$ cat src/rssx_consts.svh
`ifndef RSSX_CONSTS_SVH
`define RSSX_CONSTS_SVH

`define RSSX_BYTE_W 8
`define RSSX_MSB 7
`define RSSX_NIB_W 4
`define RSSX_ZERO_BYTE 8'h00
`define RSSX_ONE_BYTE 8'h01
`define RSSX_ZERO_NIB 4'h0
`define RSSX_WORK_RST 8'h00
`define RSSX_FLAGS_RST 4'h0

`endif

$ cat src/rssx_pkg.sv
package rssx_pkg;
    `include "rssx_consts.svh"

    typedef enum logic [1:0] {
        RSSX_OP_ROT,
        RSSX_OP_SBW,
        RSSX_OP_SBM,
        RSSX_OP_DSZ
    } rssx_op_type;

    typedef struct packed {
        rssx_op_type op;
        logic [`RSSX_BYTE_W-1:0] operand;
    } rssx_req_type;

    typedef struct packed {
        logic borrow_out_bit;
        logic half_borrow_flag;
        logic result_nil_flag;
        logic sign_wrap_flag;
    } rssx_flags_type;

    typedef struct packed {
        logic [`RSSX_BYTE_W-1:0] result;
        rssx_flags_type flags;
    } rssx_alu_out_type;
endpackage

$ cat src/rssx_exec.sv
`timescale 1ns/1ps
`include "rssx_consts.svh"

// Notes on behaviour
// - Rotate-to-work: work[6:0] takes operand[7:1], work[7] old borrow, borrow operand[0].
// - Rotate-to-work never writes data memory and changes only the work register and borrow.
// - Subtract-to-work loads work with work - operand - ~borrow and updates all four flags.
// - Either subtract leaves borrow_out_bit 0 on a negative result, 1 on zero or positive.
// - Subtract-to-memory computes and flags the same but writes the difference to memory.
// - Decrement-skip writes operand minus one back to memory and skips on a zero result.
// - A skip inserts one dummy cycle during which the next fetched instruction is discarded.
// - A nonzero decrement result continues normally with no skip.
module rssx_exec
    import rssx_pkg::*;
(
    input wire logic core_clk,                          // Core clock, 250 MHz
    input wire logic srst,                              // Synchronous reset, active high
    input wire logic op_valid,                          // Instruction present this cycle
    input rssx_req_type req,                            // Opcode and memory operand
    input wire logic wr_load,                           // Load work register from outside
    input wire logic [`RSSX_BYTE_W-1:0] wr_load_data,   // Value for wr_load
    output logic [`RSSX_BYTE_W-1:0] work_register,      // Work register
    output rssx_flags_type flags,                       // Status flags
    output logic mem_we,                                // Data memory write strobe
    output logic [`RSSX_BYTE_W-1:0] mem_wdata,          // Data memory write value
    output logic skip,                                  // Dummy cycle, next instruction dropped
    output logic done                                   // Instruction completed last cycle
);
    logic [`RSSX_BYTE_W-1:0] work_r;
    logic [`RSSX_BYTE_W-1:0] work_nxt;
    rssx_flags_type flags_r;
    rssx_flags_type flags_nxt;
    logic mem_we_r;
    logic mem_we_nxt;
    logic [`RSSX_BYTE_W-1:0] mem_wdata_r;
    logic [`RSSX_BYTE_W-1:0] mem_wdata_nxt;
    logic skip_r;
    logic skip_nxt;
    logic done_r;
    logic done_nxt;
    rssx_alu_out_type alu_res;

    wire take;
    wire is_rot;
    wire is_sbw;
    wire is_sbm;
    wire is_dsz;
    wire is_sub;
    wire load_take;

    rssx_alu u_alu (
        .op(req.op),
        .operand(req.operand),
        .work(work_r),
        .borrow_in(flags_r.borrow_out_bit),
        .res(alu_res)
    );

    // The instruction fetched during a skip cycle is discarded
    assign take = op_valid & ~skip_r;
    assign is_rot = take & (req.op == RSSX_OP_ROT);
    assign is_sbw = take & (req.op == RSSX_OP_SBW);
    assign is_sbm = take & (req.op == RSSX_OP_SBM);
    assign is_dsz = take & (req.op == RSSX_OP_DSZ);
    assign is_sub = is_sbw | is_sbm;
    // An executing instruction has priority over an outside load
    assign load_take = wr_load & ~take;

    assign work_nxt = (is_rot | is_sbw) ? alu_res.result
                    : (load_take ? wr_load_data : work_r);
    assign flags_nxt.borrow_out_bit = (is_rot | is_sub) ? alu_res.flags.borrow_out_bit
                                    : flags_r.borrow_out_bit;
    assign flags_nxt.half_borrow_flag = is_sub ? alu_res.flags.half_borrow_flag
                                      : flags_r.half_borrow_flag;
    assign flags_nxt.result_nil_flag = is_sub ? alu_res.flags.result_nil_flag
                                     : flags_r.result_nil_flag;
    assign flags_nxt.sign_wrap_flag = is_sub ? alu_res.flags.sign_wrap_flag
                                    : flags_r.sign_wrap_flag;
    // Rotate never reaches the memory write path
    assign mem_we_nxt = is_sbm | is_dsz;
    assign mem_wdata_nxt = mem_we_nxt ? alu_res.result : mem_wdata_r;
    assign skip_nxt = is_dsz & alu_res.flags.result_nil_flag;
    assign done_nxt = take;

    always_ff @(posedge core_clk) begin
        if (srst) begin
            work_r <= `RSSX_WORK_RST;
            flags_r <= `RSSX_FLAGS_RST;
            mem_we_r <= 1'b0;
            mem_wdata_r <= `RSSX_ZERO_BYTE;
            skip_r <= 1'b0;
            done_r <= 1'b0;
        end else begin
            work_r <= work_nxt;
            flags_r <= flags_nxt;
            mem_we_r <= mem_we_nxt;
            mem_wdata_r <= mem_wdata_nxt;
            skip_r <= skip_nxt;
            done_r <= done_nxt;
        end
    end

    assign work_register = work_r;
    assign flags = flags_r;
    assign mem_we = mem_we_r;
    assign mem_wdata = mem_wdata_r;
    assign skip = skip_r;
    assign done = done_r;

    // Reference values used only by the checks below
    wire [`RSSX_BYTE_W:0] ref_need;
    wire ref_no_borrow;
    wire [`RSSX_BYTE_W-1:0] ref_diff;
    wire [`RSSX_NIB_W:0] ref_need_lo;
    wire ref_half;
    wire ref_wrap;

    assign ref_need = {1'b0, req.operand} + {`RSSX_ZERO_BYTE, ~flags_r.borrow_out_bit};
    assign ref_no_borrow = ({1'b0, work_r} >= ref_need);
    assign ref_diff = work_r - req.operand - {7'h00, ~flags_r.borrow_out_bit};
    assign ref_need_lo = {1'b0, req.operand[`RSSX_NIB_W-1:0]}
                         + {`RSSX_ZERO_NIB, ~flags_r.borrow_out_bit};
    assign ref_half = ({1'b0, work_r[`RSSX_NIB_W-1:0]} < ref_need_lo);
    assign ref_wrap = ($signed({work_r[`RSSX_MSB], work_r})
                       - $signed({req.operand[`RSSX_MSB], req.operand})
                       - $signed({1'b0, ~flags_r.borrow_out_bit}))
                      != $signed({ref_diff[`RSSX_MSB], ref_diff});
endmodule

$ cat src/rssx_alu.sv
`timescale 1ns/1ps
`include "rssx_consts.svh"

module rssx_alu
    import rssx_pkg::*;
(
    input rssx_op_type op,                      // Operation selector
    input logic [`RSSX_BYTE_W-1:0] operand,     // Memory operand
    input logic [`RSSX_BYTE_W-1:0] work,        // Current work register
    input logic borrow_in,                      // Current borrow_out_bit
    output rssx_alu_out_type res                // Result and candidate flags
);
    logic [`RSSX_BYTE_W-1:0] rot_val;
    wire [`RSSX_BYTE_W:0] sub_full;
    wire [`RSSX_NIB_W:0] nib_full;
    wire [`RSSX_BYTE_W-1:0] dec_val;
    wire [`RSSX_BYTE_W-1:0] sub_val;
    wire is_rot;
    wire is_dec;

    genvar i;
    generate
        for (i = 0; i < `RSSX_MSB; i++) begin : g_rot
            assign rot_val[i] = operand[i+1];
        end
    endgenerate
    assign rot_val[`RSSX_MSB] = borrow_in;

    // Borrow in is the complement of the stored flag
    assign sub_full = {1'b0, work} - {1'b0, operand} - {`RSSX_ZERO_BYTE, ~borrow_in};
    assign nib_full = {1'b0, work[`RSSX_NIB_W-1:0]} - {1'b0, operand[`RSSX_NIB_W-1:0]}
                      - {`RSSX_ZERO_NIB, ~borrow_in};
    assign sub_val = sub_full[`RSSX_BYTE_W-1:0];
    assign dec_val = operand - `RSSX_ONE_BYTE;
    assign is_rot = (op == RSSX_OP_ROT);
    assign is_dec = (op == RSSX_OP_DSZ);

    assign res.result = is_rot ? rot_val : (is_dec ? dec_val : sub_val);
    // Flag is set when no borrow occurred
    assign res.flags.borrow_out_bit = is_rot ? operand[0] : ~sub_full[`RSSX_BYTE_W];
    assign res.flags.half_borrow_flag = nib_full[`RSSX_NIB_W];
    assign res.flags.result_nil_flag = (res.result == `RSSX_ZERO_BYTE);
    assign res.flags.sign_wrap_flag = (work[`RSSX_MSB] ^ operand[`RSSX_MSB])
                                      & (work[`RSSX_MSB] ^ sub_val[`RSSX_MSB]);
endmodule

$ cat config.mk
export PLATFORM = sky130hd
export DESIGN_NAME = rssx_exec
export DESIGN_NICKNAME = d
export VERILOG_FILES = /design/src/rssx_pkg.sv /design/src/rssx_exec.sv /design/src/rssx_alu.sv
export VERILOG_INCLUDE_DIRS = /design/src /design/src/src
export SDC_FILE = /design/constraint.sdc
export NUM_CORES = 1
export LEC_CHECK = 0
export ABC_AREA = 1
export BUFFER_PORTS_ARGS = -buffer_cell sky130_fd_sc_hd__buf_2
export CAP_MARGIN = 20
export CELL_PAD_IN_SITES_DETAIL_PLACEMENT = 1
export CELL_PAD_IN_SITES_GLOBAL_PLACEMENT = 1
export CORE_MARGIN = 4
export CORE_UTILIZATION = 39
export CTS_BUF_LIST = sky130_fd_sc_hd__clkbuf_4 sky130_fd_sc_hd__clkbuf_8 sky130_fd_sc_hd__clkbuf_16
export DETAILED_ROUTE_END_ITERATION = 10
export MAX_ROUTING_LAYER = met4
export PLACE_DENSITY_LB_ADDON = 0.1
export SYNTH_ARGS = -nofsm -noshare
export SYNTH_HDL_FRONTEND = slang
export SYNTH_SLANG_ARGS = --single-unit
$ cat constraint.sdc
create_clock -name core_clk -period 5.8 [get_ports core_clk]
set_input_delay 0.87 -clock core_clk [delete_from_list [all_inputs] [get_ports core_clk]]
set_output_delay 0.87 -clock core_clk [all_outputs]
set_load 0.02 [all_outputs]
==> results of run 1 <==
## placed cells by master (no fill, tap or decap), drive strengths merged
cell    instances
clkbuf          3
nand4           2
o31a            1
clkinv          1
o21a            2
inv            61
dfxtp          23
nor2           29
buf            44
nand3b          1
ha             15
o21bai          4
xor2            2
o211ai          1
o21ai          28
nand3          21
nand2          83
o22ai           1
or2             1
fa              2
a21oi          21
## power by group through the flow
stage                     logic, mW  clock network (mW)  registers (mW)
after floorplan               0.141                   0           0.195
after CTS                     0.218               0.102           0.179
final                         0.217               0.101           0.179
after detailed placement      0.216                   0           0.182
after global routing          0.247               0.110           0.181
after global placement        0.211                   0           0.182
## cell type report
type / instances / area [sq um] / area share (%)
clock inverter: 1 / 5.00 / 0.229
timing repair buffer: 44 / 220 / 10.1
multi-input combinational: 214 / 1160 / 53.1
inverter: 61 / 234 / 10.7
clock buffer: 3 / 41.3 / 1.89
sequential: 23 / 460 / 21.1
tap: 52 / 65.1 / 2.97
## worst max path at each step
stage	from	cells past startpoint	slack, ps	end
2_1_floorplan	req[0]	13	3230	flags[1]$_SDFFE_PP0P_
3_3_place_gp	req[0]	13	2970	flags[1]$_SDFFE_PP0P_
3_5_place_dp	req[0]	13	2930	flags[1]$_SDFFE_PP0P_
4_1_cts	req[0]	16	3210	flags[1]$_SDFFE_PP0P_
5_1_grt	req[0]	13	2980	flags[1]$_SDFFE_PP0P_
6_report	req[0]	13	3190	flags[1]$_SDFFE_PP0P_
## sequential cells by signal, summed over array words and instances (netlist names)
name,flops
skip,1
mem_wdata,8
flags,4
work_register,8
done,1
mem_we,1
## worst max-delay path: stages
cell and delay, ps:
buf_2 120, fa_1 560, inv_1 50, ha_1 180
o21ai_0 220, nand2_1 120, nand2_1 90, nand3_1 90
nand3_1 100, nand2_1 100, nor2_1 140, nand2_2 80
a21oi_2 100
## stage by stage
stage	area, sq um	power, mW
2_1_floorplan	1880	0.336
3_3_place_gp	2140	0.393
3_5_place_dp	2140	0.399
4_1_cts	2190	0.499
5_1_grt	2190	0.538
6_report	2190	0.497
## routing by layer
metal / GRT usage [%] / part of all wire (%) / vias up
li1: - / - / 1037
met1: 27.5 / 47 / 948
met2: 35.5 / 49 / 41
met3: 2.89 / 3.7 / 0
met4: 1.42 / 0 / 0
met5: - / 0 / -
## cell families after synthesis
kind of cell	share of synthesized area, %
and+or+nand+nor	31.9
DFF	24.5
adders and majority gates	12.1
buffers and inverters	13.7
AOI/OAI and AO/OA	16.9
xor gates and xnor gates	0.933
==> results.yml, run 1 <==
global_routing:
  grt_pass1_vias: 2001
  grt_pass1_wl_mm: 9.83
  antenna_found_initial: 0
  grt_use_total_pct: 20.8
  grt_max_degree: 19
  overflow: 0
power:
  p_clk_share_pct: 20.4
  power.density_mw_per_mm2: 227
  internal_power_mw: 0.293
  p_seq_share_pct: 36.0
  ir_worst_vdd_mv: 0.118
  power.switching_mw: 0.204
  leakage_nw: 1.25
  switching_share_pct: 41.0
  power.share.combinational_pct: 43.6
timing:
  fmax_mhz: 384
  drv_slew: 0
  worst_slack_ps: 3190
  setup_viol: 0
  final-hold-violation-count: 0
  finalCritPeriodShare_pct: 44.9
  setup-tns-final_ps: 0
  skew_ps: 1.51
  rsz0062_at_grt: "false"
  worst_pin_slew_ps: 504
  max-slew-margin-rel_pct: 66.3
  hold_ws_ps: 513
  layout_min_cycle_time_ps: 2610
route:
  wl_per_cell_um: 14.6
  drtAntennaViolNets: 0
  firstDrtPassIters: 4
  drc: 0
  drt-total-wl_mm: 5.82
  via_per_inst: 5.09
  drt-initial-drc-count: 102
  vias: 2026
clocking:
  cts_buffer_depth: 2
  cts_buffers: 3
  cts_sinks: 23
  cts_setup_buffers: 0
  insertion_delay_ps: 260
  ctsHtreeMaxLevel: 1
  cts_tree: "built"
  cts_hold_buffers: 0
  ctsRootBufferMaster: "clkbuf_8"
  ctsResizeCount: 0
  clkTransAtPathRegs_ps: 80
synth:
  yosysMostFrequentCell: "nand2_1"
  syn_avg_cell_area_sq_um: 6.22
  synthArstFlopShare_pct: 0
  synth_top_area_share_pct: 24.5
  synth_edf_count: 0
  synth_top_area_cell: "dfxtp_1"
  syn_nets: 341
  synth_area_leaders: "dfxtp_1 (25%), nand2_1 (16%), inv_1 (12%)"
  synth_cells: 302
  yosys-top-cells-count: "nand2_1 (78), inv_1 (60), o21ai_0 (28)"
  seq_area_frac_synth_pct: 24.5
  ys_ff_latch: 23
  ys_types: 26
  yosys_warnings: 0
  synth_area_sq_mm: 0.00188
  synthFlopType: "dfxtp_1"
setup_path:
  cp_max_fo: 3
  cp.required_ps: 6010
  r2r-end: "flags[1]$_SDFFE_PP0P_"
  cp.arrival_ps: 2810
  r2r_start: "flags[3]$_SDFFE_PP0P_"
  worstSetupStartpointType: "input pin"
  worstSetupPathType: "input pin to flop"
  reg2reg_slack_ps: 3450
  reg2regPathDepth: 13
  end_kind: "flop"
final_layout:
  nFillCells: 646
  final_util_pct: 48.6
  stdcell_count: 398
  diodes: 0
  nNetsFinal: 386
  layout-drive-gt1-share_pct: 17.9
  area_delta_synth_final_pct: 16.5
floorplanning:
  pin_count: 45
  die_h_um: 77.4
  initial_utilization_pct: 41.7
  row_count: 24
  dieArea_sq_mm: 0.00599
  dieWidth_um: 77.4
  coreArea_sq_mm: 0.00450
worst_hold_path:
  hold_path.class: "flop to flop"
  hold_end: "mem_wdata[3]$_SDFFE_PP0P_"
  holdPathStages: 2
  hold_path_startpoint: "mem_wdata[3]$_SDFFE_PP0P_"
placement:
  portBuffers: 44
  dp_hpwl_mm: 4.79
  placed_cells: 394
  place_ws_ps: 2930
  place_congestion: 0.926
run_status:
  status: "finished clean"
job:
  cap_viol_max_count: 0
Note: power is estimated with default switching activity, not from simulation.
==> run 2: changes to the inputs <==
- CORE_UTILIZATION: 39 -> 33
- clock period: 5.8 -> 2.3 ns (I/O delays scaled with it)
==> run 2 against run 1 <==
Non-clock buffer count increased by 9. Hold slack lost 180 ps. Core utilization shrank 6.2 points. Via count grew 0.69%. Cell count rose by 7.3%. Final area is 6.6% higher.
==> results.yml, run 2 (synthesis results as in run 1) <==
job:
  cap_viol_max_count: 0
global_routing:
  grt_max_degree: 19
  overflow: 0
  grt_pass1_wl_mm: 10.4
  grt_use_total_pct: 18.7
  grt_pass1_vias: 2143
  antenna_found_initial: 0
setup_path:
  cp_cell_sequence: "inv_2, fa_2, inv_2, ha_4, or2_2, nand2_2, nand3_1, nand2_1, nand3_2, nand2_2, inv_2, nor2_2, nand2_2, a21oi_2"
  worstSetupStartpointType: "flop"
  cp_max_fo: 3
  worstSetupPathType: "flop to flop"
  cp.arrival_ps: 2370
  slowest_delay_ps: 540
  end_kind: "flop"
  cp.required_ps: 2500
  slowest_stage: "fa_2"
route:
  via_per_inst: 4.78
  drt-initial-drc-count: 81
  vias: 2040
  firstDrtPassIters: 4
  drt-total-wl_mm: 6.11
  wl_per_cell_um: 14.3
  drtAntennaViolNets: 0
  drc: 0
timing:
  setup_viol: 0
  finalCritPeriodShare_pct: 94.2
  skew_ps: 1.64
  drv_slew: 0
  layout_min_cycle_time_ps: 2170
  final-hold-violation-count: 0
  worst_slack_ps: 134
  max-slew-margin-rel_pct: 67.0
  setup-tns-final_ps: 0
  fmax_mhz: 462
  rsz0062_at_grt: "true"
  worst_pin_slew_ps: 495
placement:
  dpl_cell_area_sq_mm: 0.00223
  portBuffers: 44
  dp_hpwl_mm: 5.02
  place_ws_ps: -41.5
  place_congestion: 0.901
floorplanning:
  coreArea_sq_mm: 0.00551
  pin_count: 45
  row_count: 27
  die_h_um: 83.4
  dieArea_sq_mm: 0.00696
  initial_utilization_pct: 34.1
  dieWidth_um: 83.4
final_layout:
  nNetsFinal: 395
  layout-drive-gt1-share_pct: 25.1
  mostFrequentLayoutCell: "nand2_1"
  seqCellArea_sq_um: 463
  area_delta_synth_final_pct: 24.2
  nFillCells: 748
  final_area_sq_mm: 0.00233
  multi_input_area_sq_mm: 0.00121
  final_cell_mix: "nand2_1 (72), inv_1 (55), buf_2 (44), o21ai_0 (27), nor2_1 (22)"
  diodes: 0
clocking:
  insertion_delay_ps: 260
  cts_tree: "built"
  cts_sinks: 23
  cts_hold_buffers: 0
  cts_buffer_depth: 2
  clkTransAtPathRegs_ps: 80
  ctsRootBufferMaster: "clkbuf_8"
  cts_buffers: 3
  ctsHtreeMaxLevel: 1
run_status:
  status: "finished clean"
power:
  ir_worst_vdd_mv: 0.325
  leakage_nw: 1.30
  power_mw: 1.32
  power.density_mw_per_mm2: 568
worst_hold_path:
  hold_path.class: "input pin to flop"
==> run 2: cell count changes in the layout (fill, tap and decap cells not counted), moves of 2 or more <==
| cell | change |
|---|---|
| dfxtp_1 | -2 |
| nand2_2 | +5 |
| inv_1 | -5 |
| nand2_1 | -6 |
| nand3_2 | +2 |
| inv_2 | +5 |
| buf_4 | +9 |
| nand3_1 | -2 |
| dfxtp_2 | +2 |
==> run 2: final cells by class <==
cell class / instances / area share, %
multi-input cells: 214 / 51.8
flip-flops and latches: 23 / 19.8
repair buffers: 53 / 12.3
inverters: 61 / 10.0
well taps: 72 / 3.86
clock buffers: 4 / 2.09
==> run 2: path summary, 6_finish.rpt <==
kind         cells after the start  slack [ps]                            end                           from
max                             14         130          flags[1]$_SDFFE_PP0P_  work_register[0]$_SDFFE_PP0P_
min                              2         330  work_register[7]$_SDFFE_PP0P_                           srst
max reg2reg                     14         130          flags[1]$_SDFFE_PP0P_  work_register[0]$_SDFFE_PP0P_
min reg2reg                      2         500      mem_wdata[3]$_SDFFE_PP0P_      mem_wdata[3]$_SDFFE_PP0P_
==> run 2: report_power, final <==
part / internal, mW / switching [mW]
clock network: 0.135 / 0.125
registers: 0.430 / 0.0174
logic: 0.232 / 0.384
total: 0.797 / 0.527
==> run 2: worst max-delay path: cells and delay by family (launching register included) <==
kind	cells	cell delay (ps)
buffers and inverters	3	130
adders and majority gates	2	690
DFF	1	340
and+or+nand+nor	8	800
AOI/OAI and AO/OA	1	120
==> run 2: what timing repair did <==
action,in CTS,in global routing
hold endpoints to repair,0,0
setup buffers,0,1
endpoints found under the setup margin,0,10
gates resized for setup,0,21
==> run 2: stage by stage <==
step	instances	util, %	hold WS, ps
finish	427	42.4	335
floorplan	302	-	414
global placement	422	40.4	483
CTS	426	41.3	326
detailed placement	422	40.4	482
global route	427	42.4	336
==> run 2: layer usage <==
layer | up-vias | track usage (%) | part of all wire [%]
met5 | - | - | 0
met4 | 0 | 3.22 | 0.82
met3 | 4 | 3.37 | 3.9
met2 | 40 | 31.6 | 49
met1 | 942 | 23.7 | 46
li1 | 1054 | - | -
